==> config.mk <==
export PLATFORM = sky130hd
export DESIGN_NAME = eeprom_write_host
export DESIGN_NICKNAME = d
export VERILOG_FILES = /design/src/hdl/eeprom_host_pkg.sv /design/src/hdl/phase_timer.sv /design/src/hdl/eeprom_write_host.sv
export SDC_FILE = /design/constraint.sdc
export NUM_CORES = 2
export LEC_CHECK = 0
export ABC_AREA = 0
export ABC_CLOCK_PERIOD_IN_PS = 8100
export BUFFER_PORTS_ARGS = -buffer_cell sky130_fd_sc_hd__buf_2
export CORE_MARGIN = 2
export CORE_UTILIZATION = 40
export CTS_CLUSTER_DIAMETER = 80
export DETAILED_ROUTE_END_ITERATION = 12
export HOLD_SLACK_MARGIN = 0.15
export SYNTH_ARGS = -nofsm -noshare
export SYNTH_HDL_FRONTEND = slang
export SYNTH_SLANG_ARGS = --single-unit
==> constraint.sdc <==
create_clock -name sys_clk -period 8.1 [get_ports sys_clk]
set_clock_uncertainty 0.2 [all_clocks]
set_input_delay 0.81 -clock sys_clk [delete_from_list [all_inputs] [get_ports sys_clk]]
set_output_delay 0.81 -clock sys_clk [all_outputs]
set_load 0.02 [all_outputs]
==> src/hdl/eeprom_host_pkg.sv <==
// eeprom_host_pkg: constants, register map and carrier types for the paged eeprom host.
// assumes a 20 MHz system clock and a byte-wide asynchronous paged eeprom on plain pins.
package eeprom_host_pkg;

  // clock and pin timing, figures in their own units
  localparam int CLK_MHZ   = 20;
  localparam int T_WP_NS   = 100;          // least write strobe low
  localparam int T_WPH_NS  = 50;           // least write strobe high
  localparam int T_ACC_NS  = 150;          // longest address/enable to data
  localparam int T_OEHP_NS = 150;          // least output-enable high between polls
  localparam int T_BLC_US  = 150;          // longest byte_load_window
  localparam int T_WC_MS   = 10;           // longest program_cycle_time

  // cycle counts: least times and the longest access time round up, the other longest times round down
  localparam logic [7:0] WP_CYC   = 8'((T_WP_NS * CLK_MHZ + 999) / 1000);
  localparam logic [7:0] WPH_CYC  = 8'((T_WPH_NS * CLK_MHZ + 999) / 1000);
  localparam logic [7:0] ACC_CYC  = 8'((T_ACC_NS * CLK_MHZ + 999) / 1000);
  localparam logic [7:0] OEHP_CYC = 8'((T_OEHP_NS * CLK_MHZ + 999) / 1000);
  localparam logic [11:0] BLC_CYC      = 12'(T_BLC_US * CLK_MHZ);
  localparam logic [11:0] BLC_SAFE_CYC = 12'(T_BLC_US * CLK_MHZ / 2);
  localparam int WC_CYC = T_WC_MS * 1000 * CLK_MHZ;

  localparam int          PAGE_BYTES = 128;
  localparam logic [7:0]  CMD_LEN    = 8'h03;
  localparam logic [7:0]  MAX_COUNT  = 8'h80;

  // register word indexes on the avalon slave
  localparam logic [7:0] REG_CTRL   = 8'h00;
  localparam logic [7:0] REG_ADDR   = 8'h01;
  localparam logic [7:0] REG_COUNT  = 8'h02;
  localparam logic [7:0] REG_STATUS = 8'h03;
  localparam logic [7:0] REG_RDATA  = 8'h04;
  localparam int         BUF_SEL_BIT = 7;  // index 0x80..0xff is the page buffer

  // control fields
  localparam int CTRL_OP_LSB   = 0;
  localparam int CTRL_POLLDATA = 4;
  localparam int CTRL_PREFIX   = 5;
  localparam int CTRL_GO       = 8;

  // status fields
  localparam int ST_BUSY    = 0;
  localparam int ST_DONE    = 1;
  localparam int ST_TIMEOUT = 2;
  localparam int ST_BADCNT  = 3;
  localparam int ST_LOCKED  = 4;
  localparam int ST_GAPERR  = 5;

  typedef enum logic [1:0] {
    OP_READ     = 2'h0,
    OP_WRITE    = 2'h1,
    OP_LOCK_ON  = 2'h2,
    OP_LOCK_OFF = 2'h3
  } hostOp_t;

  typedef struct packed {
    logic        ceN;
    logic        oeN;
    logic        weN;
    logic [16:0] addr;
    logic [7:0]  dout;
    logic        doutEn;
  } memPins_t;

  localparam memPins_t MEM_PINS_IDLE = '{ceN: 1'b1, oeN: 1'b1, weN: 1'b1,
                                         addr: 17'h00000, dout: 8'h00, doutEn: 1'b0};

  typedef struct packed {
    logic [7:0]  address;
    logic        read;
    logic        write;
    logic [31:0] writeData;
  } avsReq_t;

endpackage

==> src/hdl/phase_timer.sv <==
// phase_timer: loadable down counter that times one phase of a pin cycle.
// assumes the caller loads the phase length minus one on entering the phase.
`timescale 1ns/100ps
module phase_timer #(
  parameter int WIDTH = 8
) (
  input  wire logic             sys_clk,  // system clock
  input  wire logic             arst_n,   // async reset, active low
  input  wire logic             load,     // load a new phase length
  input  wire logic [WIDTH-1:0] loadVal,  // cycles in phase minus one
  output logic                  done      // last cycle of the phase
);
  logic [WIDTH-1:0] cnt_q;
  logic [WIDTH-1:0] cnt_d;

  // count down to zero and rest there
  always_comb begin
    cnt_d = cnt_q;
    if (load) begin
      cnt_d = loadVal;
    end else if (cnt_q != '0) begin
      cnt_d = cnt_q - WIDTH'(1);
    end
  end

  always_ff @(posedge sys_clk or negedge arst_n) begin
    if (!arst_n) begin
      cnt_q <= '0;
    end else begin
      cnt_q <= cnt_d;
    end
  end

  assign done = (cnt_q == '0);
endmodule

==> src/hdl/eeprom_write_host.sv <==
// eeprom_write_host: avalon-mm controlled host that reads, page-writes and locks a paged eeprom.
// assumes the eeprom pins are wired directly and memDin is synchronous to sys_clk.
// Contract
// - all bytes of a page load keep the same page-select address at every strobe fall.
// - each page byte starts within the byte_load_window of the previous one.
// - a protected or plain page write carries one to 128 data bytes.
// - the first three bytes of a command carry the exact command addresses.
// - output enable stays high whenever write and chip strobes are both low.
// - command addresses drive the low fifteen lines, command data all eight lines.
//
// Decided for this implementation: the placing of the registers and the Avalon-MM register port.
`timescale 1ns/100ps
module eeprom_write_host
  import eeprom_host_pkg::*;
#(
  parameter int          PROG_TIMEOUT  = eeprom_host_pkg::WC_CYC,
  parameter logic [44:0] LOCK_ON_ADDR  = {15'h0111, 15'h0222, 15'h0333},  // arbitrary
  parameter logic [23:0] LOCK_ON_DATA  = {8'h11, 8'h22, 8'h33},           // arbitrary
  parameter logic [44:0] LOCK_OFF_ADDR = {15'h0111, 15'h0222, 15'h0444},  // arbitrary
  parameter logic [23:0] LOCK_OFF_DATA = {8'h11, 8'h22, 8'h44}            // arbitrary
) (
  input  wire logic                      sys_clk,         // system clock, 20 MHz
  input  wire logic                      arst_n,          // async reset, active low
  input  wire eeprom_host_pkg::avsReq_t  avsReq,          // avalon address, read, write, data
  output logic [31:0]                    avsReadData,     // avalon read data
  output logic                           avsWaitRequest,  // avalon wait request
  output eeprom_host_pkg::memPins_t      memPins,         // eeprom strobes, address, data out
  input  wire logic [7:0]                memDin           // eeprom data lines as read
);
  import eeprom_host_pkg::*;

  typedef enum logic [5:0] {
    S_IDLE  = 6'b000001,
    S_WSET  = 6'b000010,
    S_WLOW  = 6'b000100,
    S_WHIGH = 6'b001000,
    S_RACC  = 6'b010000,
    S_RGAP  = 6'b100000
  } seqState_t;

  // command address and data of one step, first step in the top bits
  function automatic logic [14:0] cmdAddr(input logic off, input logic [1:0] idx);
    logic [44:0] vec;
    vec = off ? LOCK_OFF_ADDR : LOCK_ON_ADDR;
    return vec[(2 - idx) * 15 +: 15];
  endfunction

  function automatic logic [7:0] cmdData(input logic off, input logic [1:0] idx);
    logic [23:0] vec;
    vec = off ? LOCK_OFF_DATA : LOCK_ON_DATA;
    return vec[(2 - idx) * 8 +: 8];
  endfunction

  // bus-side register state
  logic        prefix_q, prefix_d, pollSel_q, pollSel_d, rdPend_q, rdPend_d;
  logic [1:0]  ctrlOp_q, ctrlOp_d;
  logic [16:0] addrReg_q, addrReg_d;
  logic [7:0]  count_q, count_d;
  logic [31:0] readData_q, readData_d;
  logic [7:0]  pageBuf_q [PAGE_BYTES];
  logic [7:0]  pageBuf_d [PAGE_BYTES];
  // sequencer state
  seqState_t   state_q, state_d;
  hostOp_t     op_q, op_d;
  logic        pollData_q, pollData_d, firstPoll_q, firstPoll_d, prev6_q, prev6_d;
  logic        done_q, done_d, timeout_q, timeout_d, badCnt_q, badCnt_d;
  logic        gapErr_q, gapErr_d, locked_q, locked_d;
  logic [7:0]  preLen_q, preLen_d, itemIdx_q, itemIdx_d, itemTotal_q, itemTotal_d;
  logic [7:0]  lastData_q, lastData_d, readByte_q, readByte_d;
  logic [16:0] rdAddr_q, rdAddr_d;
  logic [23:0] progCnt_q, progCnt_d;
  logic [11:0] gapCnt_q, gapCnt_d;
  memPins_t    pins_q, pins_d;
  logic        tmrLoad, tmrDone, busy, goReq, cntOk, pollOk;
  logic [7:0]  tmrVal, k;
  hostOp_t     goOp;

  phase_timer #(.WIDTH(8)) u_timer (
    .sys_clk (sys_clk),
    .arst_n  (arst_n),
    .load    (tmrLoad),
    .loadVal (tmrVal),
    .done    (tmrDone)
  );

  // avalon handshake: reads take one wait cycle, writes stall while a job runs
  assign busy           = (state_q != S_IDLE);
  assign avsWaitRequest = (avsReq.read & ~rdPend_q) | (avsReq.write & busy);
  assign goReq          = avsReq.write & ~busy & (avsReq.address == REG_CTRL)
                          & avsReq.writeData[CTRL_GO];
  assign goOp           = hostOp_t'(avsReq.writeData[CTRL_OP_LSB +: 2]);
  assign cntOk          = (count_q != 8'h00) && (count_q <= MAX_COUNT);
  assign avsReadData    = readData_q;
  assign memPins        = pins_q;

  // register writes and registered read-back
  always_comb begin
    prefix_d = prefix_q; pollSel_d = pollSel_q; ctrlOp_d = ctrlOp_q;
    addrReg_d = addrReg_q; count_d = count_q; pageBuf_d = pageBuf_q;
    readData_d = readData_q; rdPend_d = 1'b0;
    if (avsReq.write && !busy) begin
      if (avsReq.address[BUF_SEL_BIT]) begin
        pageBuf_d[avsReq.address[6:0]] = avsReq.writeData[7:0];
      end else if (avsReq.address == REG_CTRL) begin
        ctrlOp_d  = avsReq.writeData[CTRL_OP_LSB +: 2];
        pollSel_d = avsReq.writeData[CTRL_POLLDATA];
        prefix_d  = avsReq.writeData[CTRL_PREFIX];
      end else if (avsReq.address == REG_ADDR) begin
        addrReg_d = avsReq.writeData[16:0];
      end else if (avsReq.address == REG_COUNT) begin
        count_d = avsReq.writeData[7:0];
      end
    end
    if (avsReq.read && !rdPend_q) begin
      rdPend_d   = 1'b1;
      readData_d = 32'h00000000;
      if (avsReq.address[BUF_SEL_BIT]) begin
        readData_d[7:0] = pageBuf_q[avsReq.address[6:0]];
      end else if (avsReq.address == REG_CTRL) begin
        readData_d[CTRL_OP_LSB +: 2] = ctrlOp_q;
        readData_d[CTRL_POLLDATA]    = pollSel_q;
        readData_d[CTRL_PREFIX]      = prefix_q;
      end else if (avsReq.address == REG_ADDR) begin
        readData_d[16:0] = addrReg_q;
      end else if (avsReq.address == REG_COUNT) begin
        readData_d[7:0] = count_q;
      end else if (avsReq.address == REG_STATUS) begin
        readData_d[ST_BUSY]    = busy;
        readData_d[ST_DONE]    = done_q;
        readData_d[ST_TIMEOUT] = timeout_q;
        readData_d[ST_BADCNT]  = badCnt_q;
        readData_d[ST_LOCKED]  = locked_q;
        readData_d[ST_GAPERR]  = gapErr_q;
      end else if (avsReq.address == REG_RDATA) begin
        readData_d[7:0] = readByte_q;
      end
    end
  end

  always_ff @(posedge sys_clk or negedge arst_n) begin
    if (!arst_n) begin
      prefix_q <= 1'b0; pollSel_q <= 1'b0; ctrlOp_q <= 2'h0; rdPend_q <= 1'b0;
      addrReg_q <= 17'h00000; count_q <= 8'h01; readData_q <= 32'h00000000;
      for (int i = 0; i < PAGE_BYTES; i++) begin
        pageBuf_q[i] <= 8'h00;
      end
    end else begin
      prefix_q <= prefix_d; pollSel_q <= pollSel_d; ctrlOp_q <= ctrlOp_d;
      rdPend_q <= rdPend_d; addrReg_q <= addrReg_d; count_q <= count_d;
      readData_q <= readData_d; pageBuf_q <= pageBuf_d;
    end
  end

  // job sequencer: write strobes, then read polls until programming ends
  always_comb begin
    state_d = state_q; op_d = op_q; pollData_d = pollData_q; firstPoll_d = firstPoll_q;
    prev6_d = prev6_q; done_d = done_q; timeout_d = timeout_q; badCnt_d = badCnt_q;
    gapErr_d = gapErr_q; locked_d = locked_q; preLen_d = preLen_q; itemIdx_d = itemIdx_q;
    itemTotal_d = itemTotal_q; lastData_d = lastData_q; readByte_d = readByte_q;
    rdAddr_d = rdAddr_q; tmrLoad = 1'b0; tmrVal = 8'h00; pollOk = 1'b0;
    progCnt_d = (state_q == S_RACC || state_q == S_RGAP) ? progCnt_q + 24'h1 : 24'h0;
    case (state_q)
      S_IDLE: begin
        if (goReq) begin
          op_d = goOp; pollData_d = avsReq.writeData[CTRL_POLLDATA];
          done_d = 1'b0; timeout_d = 1'b0; badCnt_d = 1'b0; gapErr_d = 1'b0;
          itemIdx_d = 8'h00; firstPoll_d = 1'b1;
          if (goOp == OP_READ) begin
            rdAddr_d = addrReg_q; tmrLoad = 1'b1; tmrVal = ACC_CYC - 8'h1;
            state_d  = S_RACC;
          end else if (goOp == OP_WRITE && !cntOk) begin
            badCnt_d = 1'b1;
            done_d   = 1'b1;
          end else if (goOp == OP_WRITE) begin
            preLen_d    = avsReq.writeData[CTRL_PREFIX] ? CMD_LEN : 8'h00;
            itemTotal_d = preLen_d + count_q;
            state_d     = S_WSET;
          end else begin
            preLen_d = CMD_LEN; itemTotal_d = CMD_LEN; state_d = S_WSET;
          end
        end
      end
      S_WSET: begin
        tmrLoad = 1'b1; tmrVal = WP_CYC - 8'h1; state_d = S_WLOW;
      end
      S_WLOW: begin
        if (tmrDone) begin
          tmrLoad = 1'b1; tmrVal = WPH_CYC - 8'h1; state_d = S_WHIGH;
        end
      end
      S_WHIGH: begin
        if (tmrDone && itemIdx_q + 8'h1 < itemTotal_q) begin
          itemIdx_d = itemIdx_q + 8'h1; state_d = S_WSET;
        end else if (tmrDone) begin
          // poll the last byte written
          rdAddr_d = pins_q.addr; lastData_d = pins_q.dout;
          tmrLoad = 1'b1; tmrVal = ACC_CYC - 8'h1; state_d = S_RACC;
        end
      end
      S_RACC: begin
        if (tmrDone) begin
          readByte_d = memDin; prev6_d = memDin[6]; firstPoll_d = 1'b0;
          pollOk = pollData_q ? (memDin[7] == lastData_q[7])
                              : (!firstPoll_q && memDin[6] == prev6_q);
          if (op_q == OP_READ || pollOk) begin
            state_d = S_IDLE; done_d = 1'b1;
            if (op_q == OP_LOCK_ON) locked_d = 1'b1;
            if (op_q == OP_LOCK_OFF) locked_d = 1'b0;
          end else if (progCnt_q >= 24'(PROG_TIMEOUT)) begin
            state_d = S_IDLE; done_d = 1'b1; timeout_d = 1'b1;
          end else begin
            tmrLoad = 1'b1; tmrVal = OEHP_CYC - 8'h1; state_d = S_RGAP;
          end
        end
      end
      S_RGAP: begin
        if (tmrDone) begin
          tmrLoad = 1'b1; tmrVal = ACC_CYC - 8'h1; state_d = S_RACC;
        end
      end
      default: begin
        state_d = S_IDLE;
      end
    endcase
    // spacing since the last strobe fall, kept well inside the load window
    if (state_d == S_WLOW && state_q != S_WLOW) begin
      gapCnt_d = 12'h000;
    end else if (state_q == S_WLOW || state_q == S_WHIGH || state_q == S_WSET) begin
      gapCnt_d = gapCnt_q + 12'h001;
    end else begin
      gapCnt_d = 12'h000;
    end
    if (gapCnt_q >= BLC_SAFE_CYC) gapErr_d = 1'b1;
  end

  // pin levels follow the next state so strobes line up with the phases
  always_comb begin
    pins_d = MEM_PINS_IDLE;
    k      = itemIdx_d - preLen_d;
    case (state_d)
      S_WSET, S_WLOW, S_WHIGH: begin
        pins_d.ceN    = 1'b0;
        pins_d.oeN    = 1'b1;
        pins_d.weN    = (state_d != S_WLOW);
        pins_d.doutEn = 1'b1;
        if (itemIdx_d < preLen_d) begin
          pins_d.addr = {2'b00, cmdAddr(op_d == OP_LOCK_OFF, itemIdx_d[1:0])};
          pins_d.dout = cmdData(op_d == OP_LOCK_OFF, itemIdx_d[1:0]);
        end else begin
          pins_d.addr = {addrReg_q[16:7], 7'(addrReg_q[6:0] + k[6:0])};
          pins_d.dout = pageBuf_q[k[6:0]];
        end
      end
      S_RACC: begin
        pins_d.ceN = 1'b0; pins_d.oeN = 1'b0; pins_d.addr = rdAddr_d;
      end
      S_RGAP: begin
        pins_d.ceN = 1'b0; pins_d.addr = rdAddr_d;
      end
      default: begin
        pins_d = MEM_PINS_IDLE;
      end
    endcase
  end

  always_ff @(posedge sys_clk or negedge arst_n) begin
    if (!arst_n) begin
      state_q <= S_IDLE; op_q <= OP_READ; pollData_q <= 1'b0; firstPoll_q <= 1'b1;
      prev6_q <= 1'b0; done_q <= 1'b0; timeout_q <= 1'b0; badCnt_q <= 1'b0;
      gapErr_q <= 1'b0; locked_q <= 1'b0; preLen_q <= 8'h00; itemIdx_q <= 8'h00;
      itemTotal_q <= 8'h00; lastData_q <= 8'h00; readByte_q <= 8'h00;
      rdAddr_q <= 17'h00000; progCnt_q <= 24'h0; gapCnt_q <= 12'h000;
      pins_q <= MEM_PINS_IDLE;
    end else begin
      state_q <= state_d; op_q <= op_d; pollData_q <= pollData_d; firstPoll_q <= firstPoll_d;
      prev6_q <= prev6_d; done_q <= done_d; timeout_q <= timeout_d; badCnt_q <= badCnt_d;
      gapErr_q <= gapErr_d; locked_q <= locked_d; preLen_q <= preLen_d;
      itemIdx_q <= itemIdx_d; itemTotal_q <= itemTotal_d; lastData_q <= lastData_d;
      readByte_q <= readByte_d; rdAddr_q <= rdAddr_d; progCnt_q <= progCnt_d;
      gapCnt_q <= gapCnt_d; pins_q <= pins_d;
    end
  end
endmodule

==> flow_metrics.py <==
metrics = {
    "outcome": {
        "outcome": "finished, final reports clean",
    },
    "pwr": {
        "power_switching_w": 0.003784,
        "p_clk_share_pct": 45.0,
        "pwr-share-seq_pct": 45.0,
        "switching_share_pct": 26.04,
        "peakVddDrop_uv": 170.9,
        "p_int_w": 0.01075,
        "p_comb_share_pct": 10.0,
        "finalPower_w": 0.01453,
        "power_leakage_nw": 31.35,
        "power.density_mw_per_mm2": 205.4,
    },
    "critical_path": {
        "worstSetupStartpointType": "flop",
        "worstPathRequired_ns": 8.57,
        "crit_slowest_cell": "a2111oi_1",
        "crit_arrival_ns": 7.85,
        "cp_max_fo": 16,
        "slowest_delay_ns": 0.94,
        "crit_type": "reg -> reg",
        "cp_cell_sequence": "and3_1 > and3_1 > nand3_1 > xnor2_1 > ha_1 > o2111ai_1 > o211ai_1 > or2_2 > and2_1 > ha_4 > fa_4 > inv_1 > a21o_1 > maj3_2 > a311o_1 > and2_1 > buf_4 > a2111oi_1 > nor4_1 > a221oi_1",
        "crit_path_end_kind": "flop",
    },
    "routing": {
        "highest_layer": "met5",
        "viasPerCell": 6.547,
        "drt_iter0_markers": 5434,
        "wl_per_cell_um": 31.04,
        "route.met2.wl_mm": 94.88,
        "wl_met1_mm": 89.58,
        "vias": 46415,
        "wl_mm": 220.1,
        "drc": 0,
        "drtPass1Iterations": 6,
        "ant_nets": 0,
        "dr_wl_met3_mm": 24.20,
    },
    "floorplanning": {
        "die_h_um": 400.6,
        "die_area_mm2": 0.1605,
        "ios": 114,
        "core.rowCount": 145,
        "initial_core_util_pct": 40.28,
        "fp.dieW_um": 400.6,
        "core_mm2": 0.1562,
    },
    "layout": {
        "ff_latch_area_mm2": 0.03026,
        "drive_above_1_share_pct": 36.51,
        "fin_nets": 5012,
        "final_cell_mix": "dfrtp_1 (1203), mux2_2 (1074), a22oi_1 (408), mux4_2 (269), nor2_1 (256)",
        "syn2layout_area_growth_pct": 12.43,
        "multi_input_area_mm2": 0.03094,
        "postLayoutCellArea_mm2": 0.07074,
        "utilization_pct": 45.29,
        "fillers": 14075,
        "final_common_cell": "dfrtp_1",
    },
    "global_route": {
        "grt_use_total_pct": 26.95,
        "grt_pass1_wl_mm": 321.9,
        "antenna_found_initial": 3,
        "overflow": 0,
        "first_global_vias": 45468,
        "grt_max_degree": 173,
    },
    "clock_network": {
        "tritoncts.num_buffers": 140,
        "root_buffer": "clkbuf_16",
        "clk_latency_ns": 0.81,
        "clk_pin_slew_ns": 0.06,
        "clock_path_buffers": 3,
        "cts_tree": "yes",
        "cts.sinks": 1209,
        "cts_max_level": 4,
    },
    "synth": {
        "postSynth.asyncResetShare_pct": 100.0,
        "synth_cell_types": 87,
        "synth_flop_cell": "dfrtp_1",
        "syn_inst": 4946,
        "synth.cell_area_mm2": 0.06292,
        "ys_ff_latch": 1209,
        "postSynthAreaPerCell_um2": 12.72,
        "ys_seq_area_share_pct": 48.09,
        "synth_edf_count": 0,
        "ys_warn_count": 0,
    },
    "timing": {
        "finalSetupTns_ns": 0,
        "slew-limit-headroom_pct": 14.82,
        "min_period_ns": 7.376,
        "tightest_slew_ns": 1.264,
        "period_share_pct": 91.06,
        "hold_viol_final": 0,
        "drv_slew": 0,
        "rsz0062_at_grt": "no",
        "setup_violations": 0,
        "maxClockFrequency_mhz": 135.6,
    },
    "flow_run": {
        "max_cap_violations": 0,
    },
    "hold_path": {
        "hp-class": "reg -> reg",
    },
    "placement": {
        "portBuffers": 83,
        "hpwl_mm": 134.5,
        "place_area_mm2": 0.06586,
        "routabilityCongestion": 0.9627,
    },
}
[metrics by stage]
step                      std cells  setup slack (ns)  hold WS [ns]
after floorplan                4960             1.754        0.2326
after global placement         6821            0.6659        0.2471
after detailed placement       6822            0.8686        0.2499
after CTS                      7089            0.8311        0.2491
after global routing           7089            0.4413        0.2667
final                          7090            0.7244        0.2638
[worst paths after layout]
kind | endpoint | slack, ns | startpoint | depth (start not counted)
setup / recovery | memPins[6] | 0.72 | itemIdx_q[0] | 20
hold / removal | preLen_q[7] | 0.26 | preLen_q[7] | 2
setup reg to reg | memPins[6] | 0.72 | itemIdx_q[0] | 20
hold reg to reg | preLen_q[7] | 0.26 | preLen_q[7] | 2
max in group asynchronous | pageBuf_q[737] | 5.39 | arst_n | 4
min in group asynchronous | pageBuf_q[1020] | 0.44 | arst_n | 2
[logic make-up after synthesis]
| kind of cell | count (synthesis) | share of synthesized area [%] |
|---|---|---|
| buffers and inverters | 474 | 3.016 |
| other | 1 | 0.005960 |
| flip-flops | 1209 | 48.09 |
| adder cells (fa/ha/maj) | 39 | 0.8053 |
| multiplexers | 1412 | 29.95 |
| XOR/XNOR | 61 | 0.8491 |
| AND/OR/NAND/NOR | 791 | 6.099 |
| AO/OA/AOI/OAI | 959 | 11.18 |
[layer usage]
metal	up-vias	GRT usage, %
li1	18897	-
met1	24312	36.94
met3	576	7.725
met4	6	13.02
met5	-	0
met2	2624	39.18
[worst max-delay path, delay by kind of cell (launching register included)]
kind | cells | cell delay [ns]
xor+xnor | 1 | 0.16
simple gates | 7 | 2.01
flops | 1 | 0.40
buf+inv | 2 | 0.45
compound gates | 6 | 2.86
fa+ha+maj | 4 | 1.16
[registers in the layout, summed over array words and instances, names as in the netlist, 12 cells and up]
register	flops
gapCnt_q	12
addrReg_q	17
memPins	29
progCnt_q	24
pageBuf_q	1024
avsReadData	17
rdAddr_q	17
[Yosys cell counts, types with 18 or more instances]
| cell | count | area [µm²] |
|---|---|---|
| dfrtp_1 | 1203 | 30100 |
| and2_1 | 68 | 425.4 |
| nand2_1 | 190 | 713.2 |
| mux4_2 | 269 | 6058 |
| buf_1 | 65 | 244.0 |
| nor4_1 | 20 | 125.1 |
| a31oi_1 | 42 | 262.8 |
| a2111oi_0 | 34 | 297.8 |
| mux2_2 | 1074 | 12090 |
| buf_4 | 18 | 135.1 |
| ha_1 | 34 | 425.4 |
| a211oi_1 | 69 | 518.0 |
| nand3_1 | 51 | 255.2 |
| a21oi_1 | 76 | 380.4 |
| nand4_1 | 92 | 575.6 |
| a221oi_1 | 62 | 543.0 |
| o21ai_0 | 80 | 400.4 |
| a22o_1 | 76 | 665.6 |
| xor2_1 | 38 | 332.8 |
| xnor2_1 | 23 | 201.4 |
| clkbuf_1 | 319 | 1197 |
| nor2_1 | 259 | 972.2 |
| nor2b_1 | 22 | 137.6 |
| a22oi_1 | 408 | 3063 |
| inv_1 | 48 | 180.2 |
| mux2i_1 | 68 | 680.7 |
[cell type report]
cell class,instances,area share [%]
clock inverter,44,0.7481
multi-input combinational,3277,43.73
sequential,1209,42.78
timing repair buffer,244,2.908
antenna,1,0.003537
inverter,51,0.2741
tap,2058,3.640
clock buffer,206,5.918
[power by group through the flow]
stage	logic, W	clock network, W	registers [W]
floorplan	0.000832	0	0.00657
detailed placement	0.00141	0	0.00664
CTS	0.00142	0.00663	0.00653
global route	0.00152	0.00688	0.00657
finish	0.00145	0.00654	0.00654
global placement	0.00140	0	0.00663
[repair_timing]
action                                 in CTS  in global routing
endpoints found under the hold margin     135                  0
hold buffers                               17                  0
resized for setup                           0                  0
buffers inserted                            0                  0
(Power assumes the default switching activity.)
